--- src/tpg_pkg.sv ---
// package: register map and field constants for the three-port gpio block
package tpg_pkg;
  localparam int ADDR_W = 8;
  localparam int DATA_W = 32;
  localparam int PORT_W = 8;
  // register indices (byte address = index * 4)
  localparam logic [7:0] IDX_PORT_B_LATCH = 8'h01;
  localparam logic [7:0] IDX_PORT_C_LATCH = 8'h02;
  localparam logic [7:0] IDX_PORT_D_LATCH = 8'h03;
  localparam logic [7:0] IDX_PORT_B_DIR = 8'h04;
  localparam logic [7:0] IDX_PORT_C_DIR = 8'h05;
  localparam logic [7:0] IDX_PORT_D_DIR = 8'h06;
  localparam logic [7:0] IDX_SHARE_CTRL = 8'h07;
  localparam logic [7:0] IDX_KEY_ENABLE = 8'h08;
  localparam logic [7:0] IDX_TIMER_SEL = 8'h09;
  // sharing control fields
  localparam int BIT_IIC_EN = 0;
  localparam int BIT_SERIAL_EN = 1;
  localparam int BIT_SPI_EN = 2;
  localparam int BIT_IR_EN = 3;
  localparam int BIT_PULLUP_DIS = 4;
  localparam int SHARE_W = 5;
  // timer select: 2 bits per channel, nonzero selects timer pin
  localparam int TSEL_W = 8;
  localparam logic [7:0] DIR_RESET = 8'h00;
  localparam logic [SHARE_W-1:0] SHARE_RESET = 5'h00;
  localparam logic [7:0] KEY_RESET = 8'h00;
  localparam logic [7:0] TSEL_RESET = 8'h00;
  localparam logic [31:0] UNMAPPED_DATA = 32'h0000_0000;
  typedef enum logic [2:0] {
    TPG_IDLE = 3'b001,
    TPG_ANSWER = 3'b010,
    TPG_DONE = 3'b100
  } tpg_bus_state_t;
endpackage

--- src/tpg_gpio.sv ---
// three-port gpio with pin sharing, avalon-mm register slave
//
// Contract
// port B data read gives latch for outputs, pin for inputs
// data latch writes always land, regardless of direction
// port B bits 3..0 open-drain outputs; bits 7..4 schmitt inputs
// port C has eight software latches untouched by reset
// port C bit 0 always feeds second interrupt; pullup disable bit
// spi enable puts spi signals on port C bits 2..5
// infrared enable puts transmit on C6 and receive on C7
// port C direction 1 drives pin; reset clears to inputs
// software writes latch before making a bit an output
// on small package software sets C0 and C1 as outputs
// port C data read gives latch for outputs, pin for inputs
// port D has eight software latches untouched by reset
// key enable bits route port D pins to keyboard interrupt
// port D direction 1 drives pin; reset clears to inputs
// port D data read gives latch for outputs, pin for inputs
// iic enable puts iic data and clock on B0 and B1
// serial enable puts transmit and receive on B2 and B3
// timer select fields turn B4..B7 into timer channel pins
// direction registers read back the last written value
// overriding peripheral alone drives pin; latch and direction kept
//
// Design decision made here: register access over Avalon-MM.
`timescale 1ns/1ps
module tpg_gpio (
  input wire logic i_clock,
  input wire logic i_rst_b,
  input wire logic [7:0] i_address,
  input wire logic i_read,
  input wire logic i_write,
  input wire logic [31:0] i_writedata,
  input wire logic [3:0] i_byteenable,
  output logic [31:0] o_readdata,
  output logic o_waitrequest,
  input wire logic [7:0] i_port_b_pin,
  input wire logic [7:0] i_port_c_pin,
  input wire logic [7:0] i_port_d_pin,
  output logic [7:0] o_port_b_out,
  output logic [7:0] o_port_b_oe,
  output logic [7:0] o_port_c_out,
  output logic [7:0] o_port_c_oe,
  output logic [7:0] o_port_d_out,
  output logic [7:0] o_port_d_oe,
  input wire logic i_iic_sda_out,
  input wire logic i_iic_sda_oe,
  input wire logic i_iic_scl_out,
  input wire logic i_iic_scl_oe,
  output logic o_iic_sda_in,
  output logic o_iic_scl_in,
  input wire logic i_serial_tx,
  output logic o_serial_rx,
  input wire logic [3:0] i_spi_out,
  input wire logic [3:0] i_spi_oe,
  output logic [3:0] o_spi_in,
  input wire logic i_infrared_transmit,
  output logic o_infrared_receive,
  input wire logic [3:0] i_timer_out,
  input wire logic [3:0] i_timer_oe,
  output logic [3:0] o_timer_in,
  output logic o_second_external_interrupt,
  output logic o_irq_pin_pullup_en,
  output logic [7:0] o_keyboard_interrupt_input
);
  logic [7:0] port_b_latch_reg;
  logic [7:0] port_c_latch_reg;
  logic [7:0] port_d_latch_reg;
  logic [7:0] port_b_direction_reg;
  logic [7:0] port_c_direction_reg;
  logic [7:0] port_d_direction_reg;
  logic [tpg_pkg::SHARE_W-1:0] share_reg;
  logic [7:0] key_pin_interrupt_enable_reg;
  logic [tpg_pkg::TSEL_W-1:0] timer_edge_level_select_reg;
  logic [31:0] readdata_reg;
  logic [31:0] readdata_next;
  logic waitrequest_reg;
  tpg_pkg::tpg_bus_state_t state_reg;
  logic [7:0] b_read, c_read, d_read;
  logic [7:0] b_out, c_out, d_out;
  logic [7:0] b_oe, c_oe, d_oe;
  logic [7:0] b_ovr_en, b_ovr_oe, b_ovr_out;
  logic [7:0] c_ovr_en, c_ovr_oe, c_ovr_out;
  logic [3:0] timer_sel;
  logic wr_take;
  logic lane0;

  // a two-bit select of zero keeps the pin general purpose
  function automatic logic sel_on(input logic [1:0] f);
    sel_on = |f;
  endfunction

  // a word is written only with its low byte lane enabled
  function automatic logic wr_hit(input logic take,
                                  input logic [7:0] addr,
                                  input logic [7:0] idx);
    wr_hit = take & (addr[7:2] == idx[5:0]);
  endfunction

  always_comb begin
    for (int k = 0; k < 4; k++) begin
      timer_sel[k] = sel_on(timer_edge_level_select_reg[2*k +: 2]);
    end
  end

  // port B overrides
  always_comb begin
    b_ovr_en = {timer_sel,
                {2{share_reg[tpg_pkg::BIT_SERIAL_EN]}},
                {2{share_reg[tpg_pkg::BIT_IIC_EN]}}};
    // open-drain also applies to peripheral drivers of B3..B0
    b_ovr_oe = {i_timer_oe, 1'b0, ~i_serial_tx,
                i_iic_scl_oe & ~i_iic_scl_out,
                i_iic_sda_oe & ~i_iic_sda_out};
    b_ovr_out = {i_timer_out, 4'h0};
  end

  // port C overrides
  always_comb begin
    c_ovr_en = {{2{share_reg[tpg_pkg::BIT_IR_EN]}},
                {4{share_reg[tpg_pkg::BIT_SPI_EN]}},
                2'b00};
    c_ovr_oe = {1'b0, 1'b1, i_spi_oe, 2'b00};
    c_ovr_out = {1'b0, i_infrared_transmit, i_spi_out, 2'b00};
  end

  tpg_port #(.WIDTH(tpg_pkg::PORT_W)) u_port_b (
    .i_latch(port_b_latch_reg),
    .i_dir(port_b_direction_reg),
    .i_pin(i_port_b_pin),
    .i_open_drain(8'h0f),
    .i_ovr_en(b_ovr_en),
    .i_ovr_oe(b_ovr_oe),
    .i_ovr_out(b_ovr_out),
    .o_read(b_read),
    .o_out(b_out),
    .o_oe(b_oe)
  );

  tpg_port #(.WIDTH(tpg_pkg::PORT_W)) u_port_c (
    .i_latch(port_c_latch_reg),
    .i_dir(port_c_direction_reg),
    .i_pin(i_port_c_pin),
    .i_open_drain(8'h00),
    .i_ovr_en(c_ovr_en),
    .i_ovr_oe(c_ovr_oe),
    .i_ovr_out(c_ovr_out),
    .o_read(c_read),
    .o_out(c_out),
    .o_oe(c_oe)
  );

  tpg_port #(.WIDTH(tpg_pkg::PORT_W)) u_port_d (
    .i_latch(port_d_latch_reg),
    .i_dir(port_d_direction_reg),
    .i_pin(i_port_d_pin),
    .i_open_drain(8'h00),
    .i_ovr_en(8'h00),
    .i_ovr_oe(8'h00),
    .i_ovr_out(8'h00),
    .o_read(d_read),
    .o_out(d_out),
    .o_oe(d_oe)
  );

  // bus handshake: idle -> answer (waitrequest low) -> done
  always_ff @(posedge i_clock or negedge i_rst_b) begin
    if (!i_rst_b) begin
      state_reg <= tpg_pkg::TPG_IDLE;
    end else begin
      case (state_reg)
        tpg_pkg::TPG_IDLE: begin
          if (i_read | i_write) begin
            state_reg <= tpg_pkg::TPG_ANSWER;
          end
        end
        tpg_pkg::TPG_ANSWER: state_reg <= tpg_pkg::TPG_DONE;
        tpg_pkg::TPG_DONE: state_reg <= tpg_pkg::TPG_IDLE;
        default: state_reg <= tpg_pkg::TPG_IDLE;
      endcase
    end
  end

  always_ff @(posedge i_clock or negedge i_rst_b) begin
    if (!i_rst_b) begin
      waitrequest_reg <= 1'b1;
    end else begin
      waitrequest_reg <= ~((state_reg == tpg_pkg::TPG_IDLE) &
                           (i_read | i_write));
    end
  end

  assign wr_take = i_write & (state_reg == tpg_pkg::TPG_ANSWER);
  assign lane0 = i_byteenable[0];

  always_comb begin
    case (i_address[7:2])
      tpg_pkg::IDX_PORT_B_LATCH[5:0]: readdata_next = {24'h0, b_read};
      tpg_pkg::IDX_PORT_C_LATCH[5:0]: readdata_next = {24'h0, c_read};
      tpg_pkg::IDX_PORT_D_LATCH[5:0]: readdata_next = {24'h0, d_read};
      tpg_pkg::IDX_PORT_B_DIR[5:0]:
        readdata_next = {24'h0, port_b_direction_reg};
      tpg_pkg::IDX_PORT_C_DIR[5:0]:
        readdata_next = {24'h0, port_c_direction_reg};
      tpg_pkg::IDX_PORT_D_DIR[5:0]:
        readdata_next = {24'h0, port_d_direction_reg};
      tpg_pkg::IDX_SHARE_CTRL[5:0]: readdata_next = {27'h0, share_reg};
      tpg_pkg::IDX_KEY_ENABLE[5:0]:
        readdata_next = {24'h0, key_pin_interrupt_enable_reg};
      tpg_pkg::IDX_TIMER_SEL[5:0]:
        readdata_next = {24'h0, timer_edge_level_select_reg};
      default: readdata_next = tpg_pkg::UNMAPPED_DATA;
    endcase
  end

  always_ff @(posedge i_clock or negedge i_rst_b) begin
    if (!i_rst_b) begin
      readdata_reg <= 32'h0;
    end else if ((state_reg == tpg_pkg::TPG_IDLE) & i_read) begin
      readdata_reg <= readdata_next;
    end
  end

  // data latches: no reset, written whatever the direction
  always_ff @(posedge i_clock) begin
    if (wr_take & lane0) begin
      case (i_address[7:2])
        tpg_pkg::IDX_PORT_B_LATCH[5:0]:
          port_b_latch_reg <= i_writedata[7:0];
        tpg_pkg::IDX_PORT_C_LATCH[5:0]:
          port_c_latch_reg <= i_writedata[7:0];
        tpg_pkg::IDX_PORT_D_LATCH[5:0]:
          port_d_latch_reg <= i_writedata[7:0];
        default: ;
      endcase
    end
  end

  always_ff @(posedge i_clock or negedge i_rst_b) begin
    if (!i_rst_b) begin
      port_b_direction_reg <= tpg_pkg::DIR_RESET;
    end else if (wr_hit(wr_take & lane0, i_address,
                        tpg_pkg::IDX_PORT_B_DIR)) begin
      port_b_direction_reg <= i_writedata[7:0];
    end
  end

  always_ff @(posedge i_clock or negedge i_rst_b) begin
    if (!i_rst_b) begin
      port_c_direction_reg <= tpg_pkg::DIR_RESET;
    end else if (wr_hit(wr_take & lane0, i_address,
                        tpg_pkg::IDX_PORT_C_DIR)) begin
      port_c_direction_reg <= i_writedata[7:0];
    end
  end

  always_ff @(posedge i_clock or negedge i_rst_b) begin
    if (!i_rst_b) begin
      port_d_direction_reg <= tpg_pkg::DIR_RESET;
    end else if (wr_hit(wr_take & lane0, i_address,
                        tpg_pkg::IDX_PORT_D_DIR)) begin
      port_d_direction_reg <= i_writedata[7:0];
    end
  end

  always_ff @(posedge i_clock or negedge i_rst_b) begin
    if (!i_rst_b) begin
      share_reg <= tpg_pkg::SHARE_RESET;
    end else if (wr_hit(wr_take & lane0, i_address,
                        tpg_pkg::IDX_SHARE_CTRL)) begin
      share_reg <= i_writedata[tpg_pkg::SHARE_W-1:0];
    end
  end

  always_ff @(posedge i_clock or negedge i_rst_b) begin
    if (!i_rst_b) begin
      key_pin_interrupt_enable_reg <= tpg_pkg::KEY_RESET;
    end else if (wr_hit(wr_take & lane0, i_address,
                        tpg_pkg::IDX_KEY_ENABLE)) begin
      key_pin_interrupt_enable_reg <= i_writedata[7:0];
    end
  end

  always_ff @(posedge i_clock or negedge i_rst_b) begin
    if (!i_rst_b) begin
      timer_edge_level_select_reg <= tpg_pkg::TSEL_RESET;
    end else if (wr_hit(wr_take & lane0, i_address,
                        tpg_pkg::IDX_TIMER_SEL)) begin
      timer_edge_level_select_reg <= i_writedata[7:0];
    end
  end

  // registered pin drive
  always_ff @(posedge i_clock or negedge i_rst_b) begin
    if (!i_rst_b) begin
      o_port_b_out <= 8'h00;
      o_port_b_oe <= 8'h00;
      o_port_c_out <= 8'h00;
      o_port_c_oe <= 8'h00;
      o_port_d_out <= 8'h00;
      o_port_d_oe <= 8'h00;
    end else begin
      o_port_b_out <= b_out;
      o_port_b_oe <= b_oe;
      o_port_c_out <= c_out;
      o_port_c_oe <= c_oe;
      o_port_d_out <= d_out;
      o_port_d_oe <= d_oe;
    end
  end

  // registered receive paths of the sharing peripherals
  always_ff @(posedge i_clock or negedge i_rst_b) begin
    if (!i_rst_b) begin
      o_iic_sda_in <= 1'b1;
      o_iic_scl_in <= 1'b1;
      o_serial_rx <= 1'b1;
      o_spi_in <= 4'h0;
      o_infrared_receive <= 1'b1;
      o_timer_in <= 4'h0;
    end else begin
      o_iic_sda_in <= i_port_b_pin[0];
      o_iic_scl_in <= i_port_b_pin[1];
      o_serial_rx <= i_port_b_pin[3] |
                     ~share_reg[tpg_pkg::BIT_SERIAL_EN];
      o_spi_in <= i_port_c_pin[5:2] &
                  {4{share_reg[tpg_pkg::BIT_SPI_EN]}};
      o_infrared_receive <= i_port_c_pin[7] |
                            ~share_reg[tpg_pkg::BIT_IR_EN];
      o_timer_in <= i_port_b_pin[7:4] & timer_sel;
    end
  end

  // registered interrupt sources
  always_ff @(posedge i_clock or negedge i_rst_b) begin
    if (!i_rst_b) begin
      o_second_external_interrupt <= 1'b1;
      o_irq_pin_pullup_en <= 1'b1;
      o_keyboard_interrupt_input <= 8'hff;
    end else begin
      o_second_external_interrupt <= i_port_c_pin[0];
      o_irq_pin_pullup_en <= ~share_reg[tpg_pkg::BIT_PULLUP_DIS];
      // idle high when a key pin is not enabled
      o_keyboard_interrupt_input <= i_port_d_pin |
                                    ~key_pin_interrupt_enable_reg;
    end
  end

  assign o_readdata = readdata_reg;
  assign o_waitrequest = waitrequest_reg;
endmodule

--- src/tpg_port_bit.sv ---
// one port bit: override mux, pin drive and read-back selection
`timescale 1ns/1ps
module tpg_port_bit (
  input wire logic i_latch,
  input wire logic i_dir,
  input wire logic i_pin,
  input wire logic i_open_drain,
  input wire logic i_ovr_en,
  input wire logic i_ovr_oe,
  input wire logic i_ovr_out,
  output logic o_read,
  output logic o_out,
  output logic o_oe
);
  logic gp_oe;
  logic gp_out;
  always_comb begin
    // open-drain bits only pull low
    gp_oe = i_open_drain ? (i_dir & ~i_latch) : i_dir;
    gp_out = i_open_drain ? 1'b0 : i_latch;
    o_read = i_dir ? i_latch : i_pin;
    if (i_ovr_en) begin
      o_oe = i_ovr_oe;
      o_out = i_ovr_out;
    end else begin
      o_oe = gp_oe;
      o_out = gp_out;
    end
  end
endmodule

--- src/tpg_port.sv ---
// eight-bit port slice built from port bits
`timescale 1ns/1ps
module tpg_port #(
  parameter int WIDTH = 8
) (
  input wire logic [WIDTH-1:0] i_latch,
  input wire logic [WIDTH-1:0] i_dir,
  input wire logic [WIDTH-1:0] i_pin,
  input wire logic [WIDTH-1:0] i_open_drain,
  input wire logic [WIDTH-1:0] i_ovr_en,
  input wire logic [WIDTH-1:0] i_ovr_oe,
  input wire logic [WIDTH-1:0] i_ovr_out,
  output logic [WIDTH-1:0] o_read,
  output logic [WIDTH-1:0] o_out,
  output logic [WIDTH-1:0] o_oe
);
  for (genvar g = 0; g < WIDTH; g++) begin : g_bit
    tpg_port_bit u_bit (
      .i_latch(i_latch[g]),
      .i_dir(i_dir[g]),
      .i_pin(i_pin[g]),
      .i_open_drain(i_open_drain[g]),
      .i_ovr_en(i_ovr_en[g]),
      .i_ovr_oe(i_ovr_oe[g]),
      .i_ovr_out(i_ovr_out[g]),
      .o_read(o_read[g]),
      .o_out(o_out[g]),
      .o_oe(o_oe[g])
    );
  end
endmodule

--- config.mk ---
export PLATFORM = sky130hd
export DESIGN_NAME = tpg_gpio
export DESIGN_NICKNAME = d
export VERILOG_FILES = /design/src/tpg_pkg.sv /design/src/tpg_gpio.sv /design/src/tpg_port_bit.sv /design/src/tpg_port.sv
export SDC_FILE = /design/constraint.sdc
export NUM_CORES = 1
export LEC_CHECK = 0
export CAP_MARGIN = 40
export CORE_MARGIN = 2
export CORE_UTILIZATION = 55
export CTS_CLUSTER_DIAMETER = 50
export DETAILED_ROUTE_END_ITERATION = 10
export DONT_BUFFER_PORTS = 1
export MAX_ROUTING_LAYER = met4
export PLACE_DENSITY = 0.73
export SYNTH_ARGS = -nofsm -noshare
export SYNTH_HDL_FRONTEND = slang
export SYNTH_SLANG_ARGS = --single-unit
export TNS_END_PERCENT = 50
--- constraint.sdc ---
create_clock -name i_clock -period 2.05 [get_ports i_clock]
set_clock_uncertainty 0.2 [all_clocks]
set_input_delay 0.1025 -clock i_clock [delete_from_list [all_inputs] [get_ports i_clock]]
set_output_delay 0.1025 -clock i_clock [all_outputs]
set_load 0.005 [all_outputs]
==> flow_summary.ini <==
[layout]
fill_cells = 716
drive_above_1_share = 0.279
area.growth.synth_to_final_pct = 27.6
seq_area_sq_mm = 0.00382
final_nets = 636
final_common_cell = dfrtp_1
num_antenna_cells = 0
layout.cells.non_filler = 695
multi_input_area_sq_mm = 0.00212
most-common-layout-cells = 107 x dfrtp_1, 75 x dlygate4sd3_1, 57 x mux2_2, 36 x mux2i_1, 33 x buf_4

[sta]
period_share = 0.992
max_slew_margin = 0.352
final-setup-viol-count = 0
max_freq_mhz = 492
whs_ns = -0.941
hold_viol = 123
rsz0062_at_grt = yes
period_needed_ns = 2.03
drv_slew = 0
worst_pin_slew_ns = 0.973

[setup_path]
cp-start-kind = flip-flop
critPathRequiredTime_ns = 2.27
worstSetupPathType = flip-flop to flip-flop
crit_path_end_kind = flip-flop
cp_max_fo = 9
worst_ep_arrival_time_ns = 2.25
reg2reg_slack_ns = 0.02

[logic_synthesis]
synth_cell_type_count = 46
avgSynthCellArea_sq_um = 14.2
yosysSeqAreaShare = 0.625
synth_flop_cell = dfrtp_1
async_flop_share = 0.837
syn_inst = 430
yosysWarnings = 0
synth_edf_count = 24
synth-seq-cells = 147
synthesis.area_sq_mm = 0.00611

[placement]
gp_congestion = 0.912
dp.cells = 586
dp_hpwl_um = 9660
portBuffers = 0

[detailed_routing]
drc = 0
final_antenna_net_count = 0
viasPerCell = 5.80
drt_iter0_drc = 313
dr.pass1.iters = 5
vias = 4032
wire_per_inst_um = 22.4
routed_wl_um = 15600

[clock_tree]
cts_max_path_buffers = 2
cts.sinks = 147
clk_pin_slew_ns = 0.06
htree_levels = 4
cts_tree = yes
numCtsBuffers = 17
root_buffer = clkbuf_8
clk-insertion-delay-late_ns = 0.54
hold_buffers = 76

[grt]
grt_first_pass_wirelength_um = 23700
grt_pass1_vias = 4272
grt_usage = 0.283
antenna_found_initial = 0
grt_max_degree = 124
grt_remaining_overflow = 0

[power]
ir_worst_vdd_uv = 661
fin_total_pwr_w = 0.00692
leakagePower_nw = 3.34
power_density_mw_per_mm2 = 888

[floorplanning]
start_util = 0.564
die_area_sq_mm = 0.0120
die_x_um = 109
core_sq_mm = 0.0108
fp.dieH_um = 109
io_pins = 197
num_rows = 38

[outcome]
violations = negative hold slack
status = finished, violations left

[run]
cap_violations = 0

[hold_path]
hold_class = primary input to async pin
-- worst paths after layout --
check,start,cells after the start,endpoint
setup / recovery,state_reg[2],6,port_d_direction_reg[0]
hold / removal,i_rst_b,0,o_spi_in[0]
setup reg to reg,state_reg[2],6,port_d_direction_reg[0]
hold reg to reg,port_c_latch_reg[1],0,o_port_c_out[1]
max in group asynchronous,i_rst_b,0,o_keyboard_interrupt_input[6]
min in group i_clock,i_address[3],4,o_readdata[7]
-- cell families (layout without fill, tap and decap cells) --
kind of cell / count (synthesis) / count (layout) / share of synthesized area
simple gates: 96 / 96 / 0.101
buf+inv: 49 / 147 / 0.0498
compound gates: 39 / 39 / 0.0504
flops: 147 / 147 / 0.625
other cells: 1 / 28 / 0.000614
mux: 98 / 98 / 0.173
-- cell usage after synthesis, drive strengths merged, types with 3 or more instances --
cell,instances,area [sq um]
nand2,11,41.3
a222oi,5,50.1
buf,37,259
dfstp,16,420
nor3,34,220
a21oi,5,25.0
nor2b,8,50.1
edfxtp,24,721
nor2,7,26.3
nand2b,13,81.3
mux2,62,698
mux2i,36,360
or4b,3,33.8
inv,4,15.0
clkbuf,8,30.0
o2bb2ai,6,52.6
a211oi,4,30.0
and2,4,25.0
dfrtp,107,2680
a32oi,5,43.8
nor3b,7,57.6
-- power breakdown --
group / switching, W / internal [W]
registers: 0.0000844 / 0.00309
logic: 0.000237 / 0.000254
clock network: 0.00116 / 0.00210
-- repair_timing --
item / 4_1_cts / 5_1_grt
setup endpoints to repair: 18 / 39
resized for setup: 3 / 6
pin swaps: 0 / 2
endpoints found under the hold margin: 264 / 123
setup buffers: 0 / 1
-- metal layers --
layer  share of wire  up-vias  track usage
met5               0        -            -
li1                -     1749            -
met4           0.025        0        0.108
met2            0.49      222        0.443
met3           0.084       38       0.0735
met1            0.40     2023        0.356
-- final cells by class --
| cell class | instances | area share |
|---|---|---|
| Clock buffer | 23 | 0.0611 |
| Timing Repair Buffer | 111 | 0.134 |
| Sequential cell | 147 | 0.490 |
| Clock inverter | 9 | 0.0194 |
| Tap cell | 140 | 0.0225 |
| Multi-Input combinational cell | 261 | 0.272 |
| Inverter | 4 | 0.00193 |
-- stage by stage --
stage	setup TNS, ns	hold WS (ns)	setup WS (ns)	area (sq um)	util
after global routing	-0.755	-0.966	-0.0778	7800	0.719
after CTS	0	-0.958	0.00704	7770	0.717
after floorplan	-3.90	-0.393	-0.167	6210	-
after detailed placement	-2.18	-0.391	-0.166	6360	0.587
final	0	-0.941	0.0169	7800	0.719
after global placement	-0.969	-0.389	-0.132	6360	0.587
-- critical path: stages, from the launching register on --
cell     delay [ns]
dfrtp_1        0.40
nor3b_2        0.24
nand3_2        0.13
buf_12         0.16
nor3_4         0.26
buf_4          0.19
mux2_2         0.33
(Power assumes the default switching activity.)
